==> config.mk <==
export PLATFORM = sky130hd
export DESIGN_NAME = charge_pump_mode_and_dimming_ctrl
export DESIGN_NICKNAME = d
export VERILOG_FILES = /design/src/design/cp_pkg.sv /design/src/design/charge_pump_mode_and_dimming_ctrl.sv
export VERILOG_INCLUDE_DIRS = /design/src /design/src/design
export SDC_FILE = /design/constraint.sdc
export NUM_CORES = 1
export LEC_CHECK = 0
export ABC_AREA = 1
export ABC_CLOCK_PERIOD_IN_PS = 2250
export BUFFER_PORTS_ARGS = -buffer_cell sky130_fd_sc_hd__buf_2
export CAP_MARGIN = 40
export CORE_ASPECT_RATIO = 0.8
export CORE_MARGIN = 5
export CORE_UTILIZATION = 39
export CTS_BUF_LIST = sky130_fd_sc_hd__clkbuf_16
export DETAILED_ROUTE_END_ITERATION = 12
export GPL_TIMING_DRIVEN = 0
export PLACE_DENSITY = 0.6
export SLEW_MARGIN = 40
export SYNTH_ARGS = -nofsm -noshare
export SYNTH_HDL_FRONTEND = slang
export SYNTH_SLANG_ARGS = --single-unit
==> constraint.sdc <==
create_clock -name core_clk -period 2.25 [get_ports core_clk]
set_clock_uncertainty 0.1 [all_clocks]
set_input_delay 0.225 -clock core_clk [delete_from_list [all_inputs] [get_ports core_clk]]
set_output_delay 0.225 -clock core_clk [all_outputs]
set_load 0.01 [all_outputs]
==> src/design/cp_consts.svh <==
// Purpose: named constants for the charge pump mode and dimming control
// Assumes: 125 MHz core clock
// Notes:   times in their own units, cycle counts derived in the module
`ifndef CP_CONSTS_SVH
`define CP_CONSTS_SVH
`define CLK_PERIOD_NS     8
`define SHDN_LOW_TIME_NS  20000000
`define PULSE_LOW_MIN_NS  200
`define UNITY_HYS_MV      13'h12c
`define LEVEL_FULL        6'h20
`define LEVEL_LOW         6'h01
`define LEVEL_STEP        6'h01
`define CHANNELS          6
`define GAIN_SETTLE_CYC   16
`define VIN_W             13
`endif

==> src/design/cp_pkg.sv <==
// Purpose: types shared by the charge pump mode and dimming control
// Assumes: nothing
// Notes:   one-hot codes written out
package cp_pkg;
  typedef enum logic [3:0]
  {
    GAIN_1X   = 4'b0001,
    GAIN_133X = 4'b0010,
    GAIN_15X  = 4'b0100,
    GAIN_2X   = 4'b1000
  } gain_t;

  typedef enum logic [1:0]
  {
    ST_SHUT = 2'b01,
    ST_RUN  = 2'b10
  } run_state_t;

  typedef struct packed
  {
    logic       dim;
    logic       pwm;
    logic       uv;
    logic       headroom_low;
  } host_in_t;

  typedef struct packed
  {
    logic [5:0] sink_en;
    logic [5:0] level;
  } drive_t;
endpackage

==> src/design/charge_pump_mode_and_dimming_ctrl.sv <==
// Purpose: gain selection, one-wire dimming count, pwm gating, shutdown
// Assumes: analog side supplies headroom flag, undervoltage flag, vin in mV
// Notes:   sink enable low means the sink is high-impedance
//
// Functional notes
// (RL1) After power-up select unity gain, supply passed straight to output.
// (RL2) Stay in unity gain while all channels have enough headroom.
// (RL3) Lost headroom in unity gain steps up to 1.33x by itself.
// (RL4) Same test in 1.33x and 1.5x steps up further, ending at 2x.
// (RL5) Sufficient supply returns straight to unity gain, never one step down.
// (RL6) Return level sits 300 mV above the level where unity was left.
// (RL7) Undervoltage below 1.8 V disables every channel and shuts down.
// (RL8) First rising dimming edge sets full-scale current, 25 mA.
// (RL9) Each later pulse lowers the shared level by one 1/32 step.
// (RL10) Pwm high drives all six channels at the programmed level.
// (RL11) Pwm low forces all channel currents to zero.
// (RL12) Dimming or pwm input low for 20 ms shuts the device down.
// (RL13) In shutdown all six sinks are high-impedance with no current.
// (RL14) Dimming and pwm inputs are both active high.
// (RL15) Rising edges count pulses; current is full scale times (32-n)/32.
// (RL16) After 31 pulses at the lowest level the next wraps to full scale.
// (RL17) Host keeps pulses 200 ns to 100 us; shorter lows are ignored.
// (RL18) Leaving shutdown restarts unity gain, full scale on enabling edge.
// (RL19) Inputs are synchronised; low-time counters reset by any high.
`timescale 1ns/1ps
`default_nettype none
`include "cp_consts.svh"

module charge_pump_mode_and_dimming_ctrl #(
  parameter int SHDN_CYCLES = `SHDN_LOW_TIME_NS / `CLK_PERIOD_NS,
  parameter int SETTLE_CYC  = `GAIN_SETTLE_CYC
) (
  // clock and reset
  input  wire logic                    core_clk,
  input  wire logic                    resetn,
  // host pins
  input  wire logic                    dimming_pulse_input,
  input  wire logic                    pwm_in,
  // analog indications
  input  wire logic                    uv_low,
  input  wire logic                    headroom_low,
  input  wire logic [`VIN_W-1:0]       vin_mv,
  // controls to the analog side
  output var  cp_pkg::gain_t           gain_q,
  output var  cp_pkg::drive_t          drive_q,
  output var  logic                    shutdown_q
);

  // *****************************************************
  // constants and checks
  // *****************************************************
  localparam int CW      = $clog2(SHDN_CYCLES + 1);
  localparam int LOW_CYC = (`PULSE_LOW_MIN_NS + `CLK_PERIOD_NS - 1) /
                           `CLK_PERIOD_NS;
  localparam logic [CW-1:0] SHDN_C = CW'(SHDN_CYCLES);
  localparam logic [CW-1:0] LOW_C  = CW'(LOW_CYC);
  localparam logic [4:0]    SET_C  = 5'(SETTLE_CYC);

  // refuse settings that the counters cannot serve
  if (SHDN_CYCLES <= LOW_CYC || SETTLE_CYC < 1 || SETTLE_CYC > 31)
  begin : g_param_chk
    $error("charge pump control: parameter out of range");
  end

  function automatic logic [CW-1:0] sat_inc(input logic [CW-1:0] v);
    sat_inc = (v == SHDN_C) ? v : v + CW'(1);
  endfunction

  function automatic cp_pkg::gain_t next_gain(input cp_pkg::gain_t g);
    case (g)
      cp_pkg::GAIN_1X:   next_gain = cp_pkg::GAIN_133X;
      cp_pkg::GAIN_133X: next_gain = cp_pkg::GAIN_15X;
      default:           next_gain = cp_pkg::GAIN_2X;
    endcase
  endfunction

  // *****************************************************
  // input synchronisers and low-time counters
  // *****************************************************
  cp_pkg::host_in_t meta_q, sync_q, prev_q;
  logic [CW-1:0]    dim_lo_q, dim_lo_d;
  logic [CW-1:0]    pwm_lo_q, pwm_lo_d;
  logic             edge_ok, shdn_req;

  always_comb
  begin
    // any high level clears its count [RL19]
    dim_lo_d = sync_q.dim ? '0 : sat_inc(dim_lo_q);
    pwm_lo_d = sync_q.pwm ? '0 : sat_inc(pwm_lo_q);
    // active high: rising edge after a long enough low [RL14] [RL15] [RL17]
    edge_ok  = sync_q.dim && !prev_q.dim && (dim_lo_q >= LOW_C);
    shdn_req = (dim_lo_q == SHDN_C) || (pwm_lo_q == SHDN_C); // [RL12]
  end

  always_ff @(posedge core_clk or negedge resetn)
  begin
    if (!resetn)
    begin
      meta_q   <= '0;
      sync_q   <= '0;
      prev_q   <= '0;
      dim_lo_q <= '0;
      pwm_lo_q <= '0;
    end
    else
    begin
      meta_q   <= '{dimming_pulse_input, pwm_in, uv_low, headroom_low}; // [RL19]
      sync_q   <= meta_q;
      prev_q   <= sync_q;
      dim_lo_q <= dim_lo_d;
      pwm_lo_q <= pwm_lo_d;
    end
  end

  // *****************************************************
  // run state and dimming level
  // *****************************************************
  cp_pkg::run_state_t st_q, st_d;
  logic [5:0]         level_q, level_d;

  always_comb
  begin
    st_d    = st_q;
    level_d = level_q;
    case (st_q)
      cp_pkg::ST_SHUT:
      begin
        if (edge_ok && !sync_q.uv)
        begin
          st_d    = cp_pkg::ST_RUN;
          level_d = `LEVEL_FULL; // [RL8] [RL18]
        end
      end
      cp_pkg::ST_RUN:
      begin
        if (sync_q.uv || shdn_req)
          st_d = cp_pkg::ST_SHUT; // [RL7] [RL12]
        else if (edge_ok)
        begin
          if (level_q == `LEVEL_LOW)
            level_d = `LEVEL_FULL; // [RL16]
          else
            level_d = level_q - `LEVEL_STEP; // [RL9] [RL15]
        end
      end
      default:
        st_d = cp_pkg::ST_SHUT;
    endcase
  end

  always_ff @(posedge core_clk or negedge resetn)
  begin
    if (!resetn)
    begin
      st_q    <= cp_pkg::ST_SHUT;
      level_q <= `LEVEL_FULL;
    end
    else
    begin
      st_q    <= st_d;
      level_q <= level_d;
    end
  end

  // *****************************************************
  // pump gain selection
  // *****************************************************
  cp_pkg::gain_t        gain_d;
  logic [`VIN_W:0]      exit_mv_q, exit_mv_d;
  logic [4:0]           settle_q, settle_d;
  logic                 vin_ok;

  always_comb
  begin
    gain_d    = gain_q;
    exit_mv_d = exit_mv_q;
    settle_d  = (settle_q == 5'h00) ? settle_q : settle_q - 5'h01;
    // return point sits a fixed margin above the exit point [RL6]
    vin_ok    = {1'b0, vin_mv} >= exit_mv_q + {1'b0, `UNITY_HYS_MV};
    if (st_d == cp_pkg::ST_SHUT)
    begin
      gain_d   = cp_pkg::GAIN_1X; // [RL1] [RL18]
      settle_d = SET_C;
    end
    else if (gain_q != cp_pkg::GAIN_1X && vin_ok)
    begin
      gain_d   = cp_pkg::GAIN_1X; // [RL5]
      settle_d = SET_C;
    end
    else if (sync_q.headroom_low && settle_q == 5'h00 &&
             gain_q != cp_pkg::GAIN_2X)
    begin
      gain_d   = next_gain(gain_q); // [RL2] [RL3] [RL4]
      settle_d = SET_C;
      if (gain_q == cp_pkg::GAIN_1X)
        exit_mv_d = {1'b0, vin_mv};
    end
  end

  always_ff @(posedge core_clk or negedge resetn)
  begin
    if (!resetn)
    begin
      gain_q    <= cp_pkg::GAIN_1X;
      exit_mv_q <= '0;
      settle_q  <= '0;
    end
    else
    begin
      gain_q    <= gain_d;
      exit_mv_q <= exit_mv_d;
      settle_q  <= settle_d;
    end
  end

  // *****************************************************
  // channel gating
  // *****************************************************
  cp_pkg::drive_t drive_d;
  logic           shutdown_d;

  always_comb
  begin
    shutdown_d    = (st_d == cp_pkg::ST_SHUT);
    drive_d.level = level_d;
    // pwm gates all channels; shutdown leaves sinks open [RL10] [RL11] [RL13]
    drive_d.sink_en = (!shutdown_d && sync_q.pwm) ? '1 : '0;
  end

  always_ff @(posedge core_clk or negedge resetn)
  begin
    if (!resetn)
    begin
      drive_q    <= '{sink_en: 6'h00, level: `LEVEL_FULL};
      shutdown_q <= 1'b1;
    end
    else
    begin
      drive_q    <= drive_d;
      shutdown_q <= shutdown_d;
    end
  end
endmodule
`default_nettype wire

Word-level counts from Yosys, hierarchy flattened --
Cells that the tools add are included.
Word-level totals: register bits after elaboration 90, input bits 19, output and inout port bits 17, logic and storage cells 81
Operators by class: $add $sub $neg 5, $lt $le $gt $ge 2, eq/ne operators 16, multiplexer cells 21, bitwise gates (word level) 2, reductions and logical operators 17
Operators by type and width (number):
- two-way mux 22 bit | 4
- adder 22 x 1 -> 22 bit, second input constant | 2
- == test 22 bit, second input constant | 2
- two-way mux 6 bit | 5
- >= comparator 22 x 5 -> 1 bit, second input constant | 1
- two-way mux 5 bit | 4
- adder 13 x 9 -> 14 bit, second input constant | 1
- >= comparator 13 x 14 -> 1 bit | 1
- two-way mux 4 bit | 3
- case mux 6 bit (2 select lines) | 1
- inequality test 2 bit, second input constant | 5
- case mux 4 bit (2 select lines) | 1
- AND reduction 4 bit | 2
- logical AND 1 bit | 7
- == test 6 x 1 -> 1 bit, second input constant | 1
- subtractor 6 x 1 -> 6 bit, second input constant | 1
- zero test 5 bit | 1
- subtractor 5 x 1 -> 5 bit, second input constant | 1
- == test 2 x 1 -> 1 bit, second input constant | 2
- == test 4 x 1 -> 1 bit, second input constant | 1
- == test 4 x 2 -> 1 bit, second input constant | 1
- two-way mux 2 bit | 2
- inequality test 4 x 1 -> 1 bit, second input constant | 1
- inequality test 4 x 2 -> 1 bit, second input constant | 1
- other kinds (8) | 12

Logic depth before layout (Yosys ltp) --
Gate-level depths: netlist of the first run.
word-level depth 10, mapped depth 17

Least setup slack after synthesis of the first run --
No wires, ideal clock.
path kind register to register, start point register exit_mv_q[2], end point register settle_q[1], setup time 121 ps, arrival time 2224 ps, data required time 2029 ps, slack -195 ps, cell stages (with the launch flop) 18, buffers on the path 0, cells stage by stage dfrtp_1 inv_1 ha_1 o21ai_0 nand2_1 nand2_1 nand2_1 xor2_1 ha_1 nand2_1 inv_1 nand4_1 inv_1 nand3_1 nand3_1 nand2_1 nand3_1 nor2_1
On the way: longest elaborated chain between the ends 5
Ends and longest elaborated chain:
- start: declaration | line charge_pump_mode_and_dimming_ctrl.sv:169 | logic [`VIN_W:0] exit_mv_q, exit_mv_d;
- start signal: assignment | line charge_pump_mode_and_dimming_ctrl.sv:211 | exit_mv_q <= exit_mv_d;
- adder 13 x 9 -> 14 bit * | line charge_pump_mode_and_dimming_ctrl.sv:179 | vin_ok = {1'b0, vin_mv} >= exit_mv_q + {1'b0, `UNITY_HYS_MV};
- >= comparator 13 x 14 -> 1 bit * | line charge_pump_mode_and_dimming_ctrl.sv:179
- logical AND 1 bit * | line charge_pump_mode_and_dimming_ctrl.sv:185 | else if (gain_q != cp_pkg::GAIN_1X && vin_ok)
- two-way mux 5 bit | line charge_pump_mode_and_dimming_ctrl.sv:185
- two-way mux 5 bit | line charge_pump_mode_and_dimming_ctrl.sv:180 | if (st_d == cp_pkg::ST_SHUT)
- end signal: assignment | line charge_pump_mode_and_dimming_ctrl.sv:212 | settle_q <= settle_d;
- end: declaration | line charge_pump_mode_and_dimming_ctrl.sv:170 | logic [4:0] settle_q, settle_d;
Every way passes the cells marked *; elsewhere a longest branch is shown, timed or not. A chain may end at the register's enable or synchronous reset.

Worst setup path in the final report of the first run --
start point register exit_mv_q[2], end point register settle_q[4]
The elaborated chain is that of the path after synthesis.

==> results of run 1 <==
==> what timing repair did <==
action,4_1_cts,5_1_grt
setup buffers,7,9
endpoints found under the setup margin,9,29
pin swaps,7,30
cloned,0,3
hold buffers,5,0
endpoints found under the hold margin,31,0
resized for setup,14,43
==> cell usage in the layout, fill, tap and decap left out, drive strengths merged, types with 15 or more instances in the layout <==
cell    synthesis  final
nor2           80     80
nor3           27     27
inv            89     92
nand3          45     45
nand2         124    124
dfrtp          81     81
clkbuf          3     15
o21ai          31     31
buf            11     63
ha             24     24
a21oi          46     46
==> power by group <==
part	internal, uW	switching (uW)
registers	1600	41.5
clock network	958	570
logic	349	422
total	2910	1030
==> worst min-delay path by stage <==
stage	startpoint	endpoint	slack, ns	depth (start not counted)
floorplan	resetn	dim_lo_q[0]$_DFFE_PN0P_	-0.17	0
detailed placement	resetn	pwm_lo_q[6]$_DFFE_PN0P_	0.02	1
CTS	vin_mv[0]	exit_mv_q[0]$_DFFE_PN0P_	0.02	3
global placement	uv_low	meta_q[1]$_DFF_PN0_	0.23	1
global route	vin_mv[10]	exit_mv_q[10]$_DFFE_PN0P_	0.03	3
finish	vin_mv[0]	exit_mv_q[0]$_DFFE_PN0P_	0.03	3
==> cells by family after synthesis <==
| family | synth area share [%] |
|---|---|
| xor+xnor | 2.33 |
| flops | 43.7 |
| compound gates | 10.0 |
| buf+inv | 9.05 |
| simple gates | 28.8 |
| fa+ha+maj | 6.15 |
==> sequential cells by signal, summed over array words and instances (netlist names) <==
signal      count
settle_q        5
gain_q          4
meta_q          4
pwm_lo_q       22
shutdown_q      1
st_q            2
exit_mv_q      13
dim_lo_q       22
prev_q          1
drive_q         7
sync_q          4
==> area by class of cell <==
| cell class | count | share of cell area [%] |
|---|---|---|
| Inverter | 89 | 5.51 |
| Sequential cell | 85 | 35.2 |
| Clock buffer | 9 | 3.72 |
| Buffer | 14 | 1.88 |
| Clock inverter | 7 | 1.38 |
| Multi-Input combinational cell | 426 | 41.6 |
| Timing Repair Buffer | 60 | 7.22 |
| Tap cell | 171 | 3.53 |
==> metrics by stage <==
step	total power [uW]	hold slack [ns]	instances
floorplan	2070	-0.171	614
global placement	2220	0.233	820
detailed placement	2250	0.0220	821
CTS	3820	0.0235	849
global route	4140	0.0343	861
finish	3940	0.0320	861
==> worst max-delay path, stage by stage (launching register included) <==
cell and delay (ns):
dfrtp_1 0.42, inv_2 0.06, ha_4 0.17, o21ai_4 0.15, nand2_1 0.08, nand2_2 0.08, nand4_1 0.11, xor2_1 0.17
ha_1 0.33, nand4_1 0.14, nor2_1 0.07, nor2_2 0.11, nand3_2 0.09, nand2_4 0.10, buf_4 0.12, nand3_1 0.06
==> synth_stat cells, drive strengths merged <==
cell type and count:
nand3b 1, nor3 27, buf 11, o21bai 1, xor2 10, dfstp 4, nor4 8, nand3 45
a21oi 46, inv 89, nor2 80, dfrtp 81, a221oi 1, nand4 9, ha 24, nand2 124
xnor2 3, and3 3, o21ai 31, clkbuf 3, o211ai 3, a21o 2, o21a 5, nor3b 1
a31oi 2
==> per-layer routing <==
metal	track usage, %	wire (um)	vias to the layer above
met3	3.18	394	10
li1	-	-	2135
met1	21.0	5450	1987
met4	4.17	126	0
met5	0	0	-
met2	23.3	4690	70
==> run summary, run 1 <==
CTS Sinks = 85
CP Class = flip-flop to flip-flop
Worst-Margin Slew = 0.514 ns
I/O Pins = 36
Core Area = 12200 um^2
Die X = 135 um
Register area share after synthesis = 43.7%
Clock Tree Buf Depth = 2
Worst hold path class = input pin to flip-flop
TritonCTS clock tree = done
Slew Limit Headroom = 65.4%
CTS root buf = clkbuf_16
Critical path launch point type = flip-flop
Gr ovfl total = 0
# rows = 36
Number of CTS-inserted buffers = 9
CP max FO = 4
Max Clk Rate = 405 MHz
Worst setup margin = -0.219 ns
Layout overhead on the synthesized area = 24.2%
Library cells used by synthesis = 35
Origin of the critical flop-to-flop path = exit_mv_q[2]$_DFFE_PN0P_
Mapped Area = 4880 um^2
WL per Instance = 12.4 um
Share of the synthesized area in the top cell type = 41.5%
Worst reg2reg endpoint = settle_q[4]$_DFFE_PN0P_
Design Area, Final = 6060 um^2
Initial antenna violation count = 0
Layout Utilization = 49.7%
Pwr dens = 650 nW/um^2
Worst reg2reg path depth = 15
Area leader, netlist = dfrtp_1
Status = complete, but fails checks
Yosys reg bits = 85
GR Util All Layers = 14.9%
Post-Place Setup Slack = -0.394 ns
Clock H-tree levels = 3
Period utilisation layout = 110%
Worst Setup SP = exit_mv_q[2]$_DFFE_PN0P_
FF-to-FF setup slack = -0.22 ns
Worst path arrival time = 2.59 ns
Number of iterations in the first detailed-routing pass = 5
Max-slew violation count = 0
Remaining DRCs = 0
Via density = 4.88
Leakage = 0.00297 uW
Worst-path clk slew = 0.06 ns
Setup violations, final = 9
Post-Place Cell Area = 5320 um^2
Global-route wire length before repair = 18200 um
Ratio of cells with drive above 1 in the final layout = 24.1%
Total die area = 14900 um^2
RSZ-0062 raised after global routing = true
Initial core utilization = 40.0%
Vias after detailed routing = 4202
Syn. warnings = 0
Clock period minus worst slack = 2.47 ns
Synthesized Nets = 657
FF+latch area = 2130 um^2
Synth area leaders = dfrtp_1, nand2_1, inv_1
GP Congestion = 0.846
TNS Setup = -1.69 ns
CP Capture Type = flip-flop
DRT Wirelength = 10700 um
Ant. Diodes = 0
End of the critical path = settle_q[4]$_DFFE_PN0P_
Peak VDD IR = 0.000381 V
Largest net degree at the start of global routing = 59
PortBufs = 35
Hold Fails Final Rpt = 0
CP required = 2.37 ns
Antenna-violating nets left = 0
Dpl hpwl = 7630 um
Area of the multi-input gates = 2520 um^2
Vias in the first global route = 3993
Max-Cap Viols = 0
# nets final = 728
Failing checks = negative setup slack
Synthesized area per cell = 7.95 um^2
Initial DRC count = 224
Filler Cells Inserted = 1153
Die Y = 110 um
Cells after Synth = 614
Clock latency on the worst-skew pair = 0.33 ns
Power figures use the tool's default switching activity.
==> run 2, diff against run 1 <==
BUFFER_PORTS_ARGS = -buffer_cell sky130_fd_sc_hd__buf_4   (was -buffer_cell sky130_fd_sc_hd__buf_2)
==> run summary, run 2 (synthesized netlist as in run 1, its figures left out) <==
Worst hold path class = input pin to flip-flop
Internal Power = 2780 uW (-4.3%)
Slowest-stage cell, CP = dfrtp_1
Setup violations, final = 9 (unchanged)
Ratio of cells with drive above 1 in the final layout = 23.2% (-0.89 points)
Leakage = 0.00290 uW (-2.3%)
Critical path's top delay family = simple AND/OR/NAND/NOR gates
Clock period minus worst slack = 2.48 ns (+0.0133 ns)
CP Capture Type = flip-flop
Core Area = 12200 um^2 (unchanged)
DRT Wirelength = 10700 um (+0.54%)
Remaining DRCs = 0 (unchanged)
Vias in the first global route = 4106 (+2.8%)
Worst-Margin Slew = 0.664 ns (+0.150 ns)
Most frequent cells in the layout = nand2_1, dfrtp_1, inv_1, nor2_1, buf_4
Period utilisation layout = 110% (+0.59 points)
CTS Sinks = 85 (unchanged)
Clock H-tree levels = 3 (unchanged)
Antenna-violating nets left = 0 (unchanged)
Pwr dens = 636 nW/um^2 (-2.2%)
Hold Fails Final Rpt = 0 (unchanged)
CP required = 2.42 ns (+0.05 ns)
Most common cell after layout, fill and taps aside = nand2_1
Die Y = 110 um (unchanged)
GR Util All Layers = 15.3% (+0.42 points)
Ant. Diodes = 0 (unchanged)
Placed cell count = 820 (-0.12%)
Biggest cell delay along the critical path = 0.39 ns (-0.03 ns)
Number of CTS-inserted buffers = 9 (unchanged)
CP bufs+invs = 2 (unchanged)
Number of iterations in the first detailed-routing pass = 5 (unchanged)
Failing checks = negative setup slack
Global-route wire length before repair = 18500 um (+1.9%)
Initial DRC count = 264 (+18%)
Via density = 4.90 (+0.41%)
Worst setup margin = -0.233 ns (-0.0133 ns)
Initial antenna violation count = 0 (unchanged)
Clock Tree Buf Depth = 2 (unchanged)
Total die area = 14900 um^2 (unchanged)
Max-Cap Viols = 0 (unchanged)
Clock latency on the worst-skew pair = 0.34 ns (about the same)
WL per Instance = 12.6 um (+1.5%)
Max-slew violation count = 0 (unchanged)
CP Class = flip-flop to flip-flop
Sw Pwr = 1050 uW (+1.2%)
Worst path arrival time = 2.65 ns (+0.06 ns)
Peak VDD IR = 0.000405 V (+6.3%)
RSZ-0062 raised after global routing = true
Post-Place Setup Slack = -0.370 ns (+0.0233 ns)
# rows = 36 (unchanged)
Layout Utilization = 49.3% (-0.32 points)
Worst-path clk slew = 0.06 ns (about the same)
TritonCTS clock tree = done
Initial core utilization = 40.0% (unchanged)
Vias after detailed routing = 4180 (-0.52%)
Finished Layout Cells = 853 (-0.93%)
Critical path launch point type = flip-flop
Clock group share of total power = 37.2% (-1.6 points)
GP Congestion = 0.860 (+1.7%)
Dpl hpwl = 7520 um (-1.4%)
Gr ovfl total = 0 (unchanged)
Filler Cells Inserted = 1175 (+1.9%)
Status = complete, but fails checks
Gate power share = 19.9% (+0.3 points)
Flop pwr share = 42.9% (+1.2 points)
# nets final = 721 (-0.96%)
CP max FO = 5 (+1)
Layout overhead on the synthesized area = 23.4%
Largest regs = dim_lo_q: 22 flops, pwm_lo_q: 22 flops, exit_mv_q: 13 flops
Max Clk Rate = 403 MHz (-0.54%)
Largest net degree at the start of global routing = 86 (+46%)
CP Cell Sequence = inv_2 > ha_4 > o21ai_4 > nand2_1 > nand2_2 > nand2_2 > xor2_1 > ha_1 > nand2_2 > inv_2 > nand4_1 > nor2_1 > nor2_1 > nand3_2 > nand2_4 > nand3_4 > nor2_1
I/O Pins = 36 (unchanged)
Switching Share = 27.3% (+1.1 points)
Die X = 135 um (unchanged)
Slew Limit Headroom = 55.8% (-9.7 points)
CTS root buf = clkbuf_16
PortBufs = 35 (unchanged)
[run 2: cell types whose count changed in the layout (fill, tap and decap cells not counted), sizes merged]
cell / change
buf: -7
bufinv: -1
clkinvlp: +2
inv: -2
[run 2: worst paths after layout]
path	from	end	slack, ns	depth (start not counted)
max	exit_mv_q[2]$_DFFE_PN0P_	settle_q[0]$_DFFE_PN0P_	-0.23	17
min	vin_mv[7]	exit_mv_q[7]$_DFFE_PN0P_	0.02	3
max reg2reg	exit_mv_q[2]$_DFFE_PN0P_	settle_q[0]$_DFFE_PN0P_	-0.23	17
min reg2reg	meta_q[0]$_DFF_PN0_	sync_q[0]$_DFF_PN0_	0.25	0
max in group asynchronous	resetn	settle_q[3]$_DFFE_PN0P_	1.19	2
min in group asynchronous	resetn	pwm_lo_q[7]$_DFFE_PN0P_	0.41	2
[run 2: per-layer routing]
layer / track usage (%) / vias up / routed length, um
li1: - / 2124 / -
met1: 21.0 / 1952 / 5400
met2: 24.1 / 96 / 4750
met3: 3.86 / 8 / 455
met4: 4.60 / 0 / 99
met5: 0 / - / 0
[run 2: repair_timing]
action	in CTS	in global routing
gates resized for setup	11	43
pin swaps	9	31
hold buffers	5	0
endpoints found under the setup margin	9	30
buffers inserted	5	7
cloned	0	1
endpoints found under the hold margin	85	0
[run 2: final cells by class]
type                            count  area (um^2)  area share (%)
Clock inverter                      6         56.3           0.935
Sequential cell                    85         2130            35.4
Timing Repair Buffer               53          438            7.27
Inverter                           89          334            5.55
Clock buffer                        9          225            3.74
Buffer                             14          114            1.89
Tap cell                          171          214            3.55
Multi-Input combinational cell    426         2510            41.7
[run 2: through the flow]
step           power (uW)  cell area [um^2]  setup TNS (ns)  hold WS, ns
5_1_grt              4040              6020           -3.78      0.00903
6_report             3830              6020           -1.81       0.0159
4_1_cts              3740              5780           -1.87      0.00977
3_3_place_gp         2250              5370           -2.86        0.235
3_5_place_dp         2270              5370           -2.88        0.236
2_1_floorplan        2070              4890               0       -0.171
[run 2: power by group through the flow]
| stage | combinational [uW] | clock, uW | sequential [uW] |
|---|---|---|---|
| 6_report | 763 | 1430 | 1640 |
| 4_1_cts | 625 | 1470 | 1640 |
| 5_1_grt | 858 | 1540 | 1650 |
| 3_5_place_dp | 598 | 0 | 1670 |
| 3_3_place_gp | 580 | 0 | 1670 |
| 2_1_floorplan | 398 | 0 | 1670 |
[run 2: tightest hold or removal path, stage by stage]
cell	delay, ns
buf_4	0.09
nand3_2	0.06
nand2_1	0.05
==> run 3, diff against run 2 <==
ABC_AREA = unset   (was 1)
==> run summary, run 3 <==
Die Y = 108 um (-2.3%)
Placed cell count = 649 (-21%)
CP Cell Sequence = o21ai_2 > nand2b_1 > a31o_4 > nand3_2 > xor2_1 > ha_1 > a2111oi_4 > o21ai_1 > a21oi_2 > nor2_4 > or4b_4
Share of the synthesized area in the top cell type = 43.7% (+2.2 points)
CP Class = flip-flop to flip-flop
PortBufs = 35 (unchanged)
Clock H-tree levels = 3 (unchanged)
Via density = 5.16 (+5.3%)
Count leader, synth = dfrtp_1
Largest regs = dim_lo_q: 22 flops, pwm_lo_q: 22 flops, exit_mv_q: 13 flops
Critical path launch point type = flip-flop
Worst path arrival time = 3.02 ns (+0.37 ns)
Failing checks = negative setup slack
GR Util All Layers = 15.1% (-0.24 points)
Initial antenna violation count = 0 (unchanged)
Max Clk Rate = 344 MHz (-15%)
Finished Layout Cells = 712 (-17%)
Die X = 132 um (-2.3%)
WL per Instance = 14.6 um (+16%)
Total Power = 3720 uW (-2.8%)
Initial DRC count = 235 (-11%)
Remaining DRCs = 0 (unchanged)
Clock latency on the worst-skew pair = 0.34 ns (about the same)
CP Capture Type = flip-flop
Synthesized area per cell = 9.96 um^2 (+25%)
Worst setup margin = -0.660 ns (-0.427 ns)
Peak VDD IR = 0.000359 V (-11%)
Period utilisation layout = 129% (+19 points)
Register area share after synthesis = 46.0% (+2.3 points)
TritonCTS clock tree = done
CP max FO = 3 (-2)
Top cells by instance count after synthesis = dfrtp_1, nor2_1, nand2_1, inv_1, xor2_1
Max-slew violation count = 0 (unchanged)
Syn. warnings = 0 (unchanged)
Number of iterations in the first detailed-routing pass = 4 (-1)
Critical path's top delay family = compound AO/OA/AOI/OAI gates
I/O Pins = 36 (unchanged)
Core Area = 11600 um^2 (-5.3%)
DRT Wirelength = 10400 um (-3.1%)
Area leader, netlist = dfrtp_1
XOR/XNOR Fraction of Synth Area = 8.50% (+6.2 points)
CP required = 2.36 ns (-0.06 ns)
Global-route wire length before repair = 17700 um (-4.2%)
Antenna-violating nets left = 0 (unchanged)
Total die area = 14200 um^2 (-4.6%)
Most common cell after layout, fill and taps aside = dfrtp_1
Worst-Margin Slew = 0.776 ns (+0.112 ns)
Mapped Area = 4640 um^2 (-5.0%)
# rows = 35 (-2.8%)
Biggest cell delay along the critical path = 0.47 ns (+0.08 ns)
Post-Place Setup Slack = -0.817 ns (-0.447 ns)
Clock Tree Buf Depth = 2 (unchanged)
Clock period minus worst slack = 2.91 ns (+0.427 ns)
Number of CTS-inserted buffers = 9 (unchanged)
Ant. Diodes = 0 (unchanged)
Main combinational cell family by area after synthesis = simple AND/OR/NAND/NOR gates
Most frequent cells in the layout = dfrtp_1, buf_4, nor2_1, nand2_1, xor2_1
CTS root buf = clkbuf_16
Top_reg_cell synth = dfrtp_1
Cells after Synth = 466 (-24%)
Initial core utilization = 40.1% (+0.13 points)
Pwr dens = 607 nW/um^2 (-4.6%)
CP bufs+invs = 0 (-2)
Largest net degree at the start of global routing = 86 (unchanged)
Post-synthesis mux area share = 4.40% (+4.4 points)
TNS Setup = -8.38 ns (-6.57 ns)
Slew Limit Headroom = 48.3% (-7.5 points)
RSZ-0062 raised after global routing = true
Async set-reset flop share out of synthesis = 100% (unchanged)
Max-Cap Viols = 0 (unchanged)
# nets final = 602 (-17%)
Vias after detailed routing = 3673 (-12%)
Layout overhead on the synthesized area = 32.2%
Yosys reg bits = 85 (unchanged)
Gr ovfl total = 0 (unchanged)
Status = complete, but fails checks
Post-synth EDFFs = 0 (unchanged)
Library cells used by synthesis = 53 (+51%)
Post-synthesis simple-gate area fraction = 21.5% (-7.2 points)
Adder-Cell Fraction of Synth Area = 6.47% (+0.32 points)
Synthesized Nets = 509 (-23%)
Hold Fails Final Rpt = 0 (unchanged)
GP Congestion = 0.818 (-4.9%)
Worst hold path class = input pin to flip-flop
Worst-path clk slew = 0.07 ns (about the same)
Synth Area in Compound Gates = 9.22% (-0.80 points)
Synth area leaders = dfrtp_1, ha_1, nor2_1
Vias in the first global route = 3684 (-10%)
Setup violations, final = 24 (+15)
CTS Sinks = 85 (unchanged)
Leakage = 0.00272 uW (-6.3%)
Dpl hpwl = 6620 um (-12%)
Ratio of cells with drive above 1 in the final layout = 30.9% (+7.7 points)
Slowest-stage cell, CP = or4b_4
[run 3: what timing repair did]
action                     CTS  global route
pin swaps                   22            18
gates cloned                 1             1
setup buffers               40             9
resized for setup           32            35
hold endpoints to repair    85             0
hold buffers                 5             0
setup endpoints to repair   30            34
[run 3: path summary, 6_finish.rpt]
path	from	to	slack, ns	cells after the start
hold reg to reg	meta_q[3]$_DFF_PN0_	sync_q[3]$_DFF_PN0_	0.25	0
min in group asynchronous	resetn	dim_lo_q[8]$_DFFE_PN0P_	0.38	2
max in group asynchronous	resetn	sync_q[0]$_DFF_PN0_	1.17	2
setup / recovery	exit_mv_q[2]$_DFFE_PN0P_	settle_q[4]$_DFFE_PN0P_	-0.66	11
hold / removal	vin_mv[5]	exit_mv_q[5]$_DFFE_PN0P_	0.02	2
setup reg to reg	exit_mv_q[2]$_DFFE_PN0P_	settle_q[4]$_DFFE_PN0P_	-0.66	11
[run 3: cells by family after synthesis]
kind of cell / count (synthesis)
simple gates: 188
compound gates: 68
fa+ha+maj: 24
buf+inv: 41
flops: 85
xor+xnor: 45
mux: 15
[run 3: final cells by class]
| cell class | count | area (um^2) |
|---|---|---|
| clock inverter | 7 | 80.1 |
| tap | 148 | 185 |
| sequential | 85 | 2130 |
| timing repair buffer | 84 | 697 |
| fill | 1036 | 5430 |
| clock buffer | 9 | 225 |
| multi-input combinational | 340 | 2630 |
| inverter | 25 | 93.8 |
| buffer | 14 | 95.1 |
[run 3: per-layer routing]
metal  GRT usage (%)  share of wire (%)
met1            21.1                 49
met2            22.8                 45
met3            4.35                4.6
met4            4.26                1.5
met5               0                  0
[run 3: metrics by stage]
stage	cell area, um^2	hold slack (ns)	utilization, %
after global routing	6130	0.0136	53.1
after detailed placement	5130	0.236	44.4
after global placement	5130	0.233	44.3
final	6130	0.0229	53.1
after CTS	5950	0.0127	51.5
after floorplan	4680	-0.171	-
[run 3: power breakdown]
group	switching (uW)	internal, uW
logic	279	287
registers	42.8	1570
clock network	659	878
total	981	2740
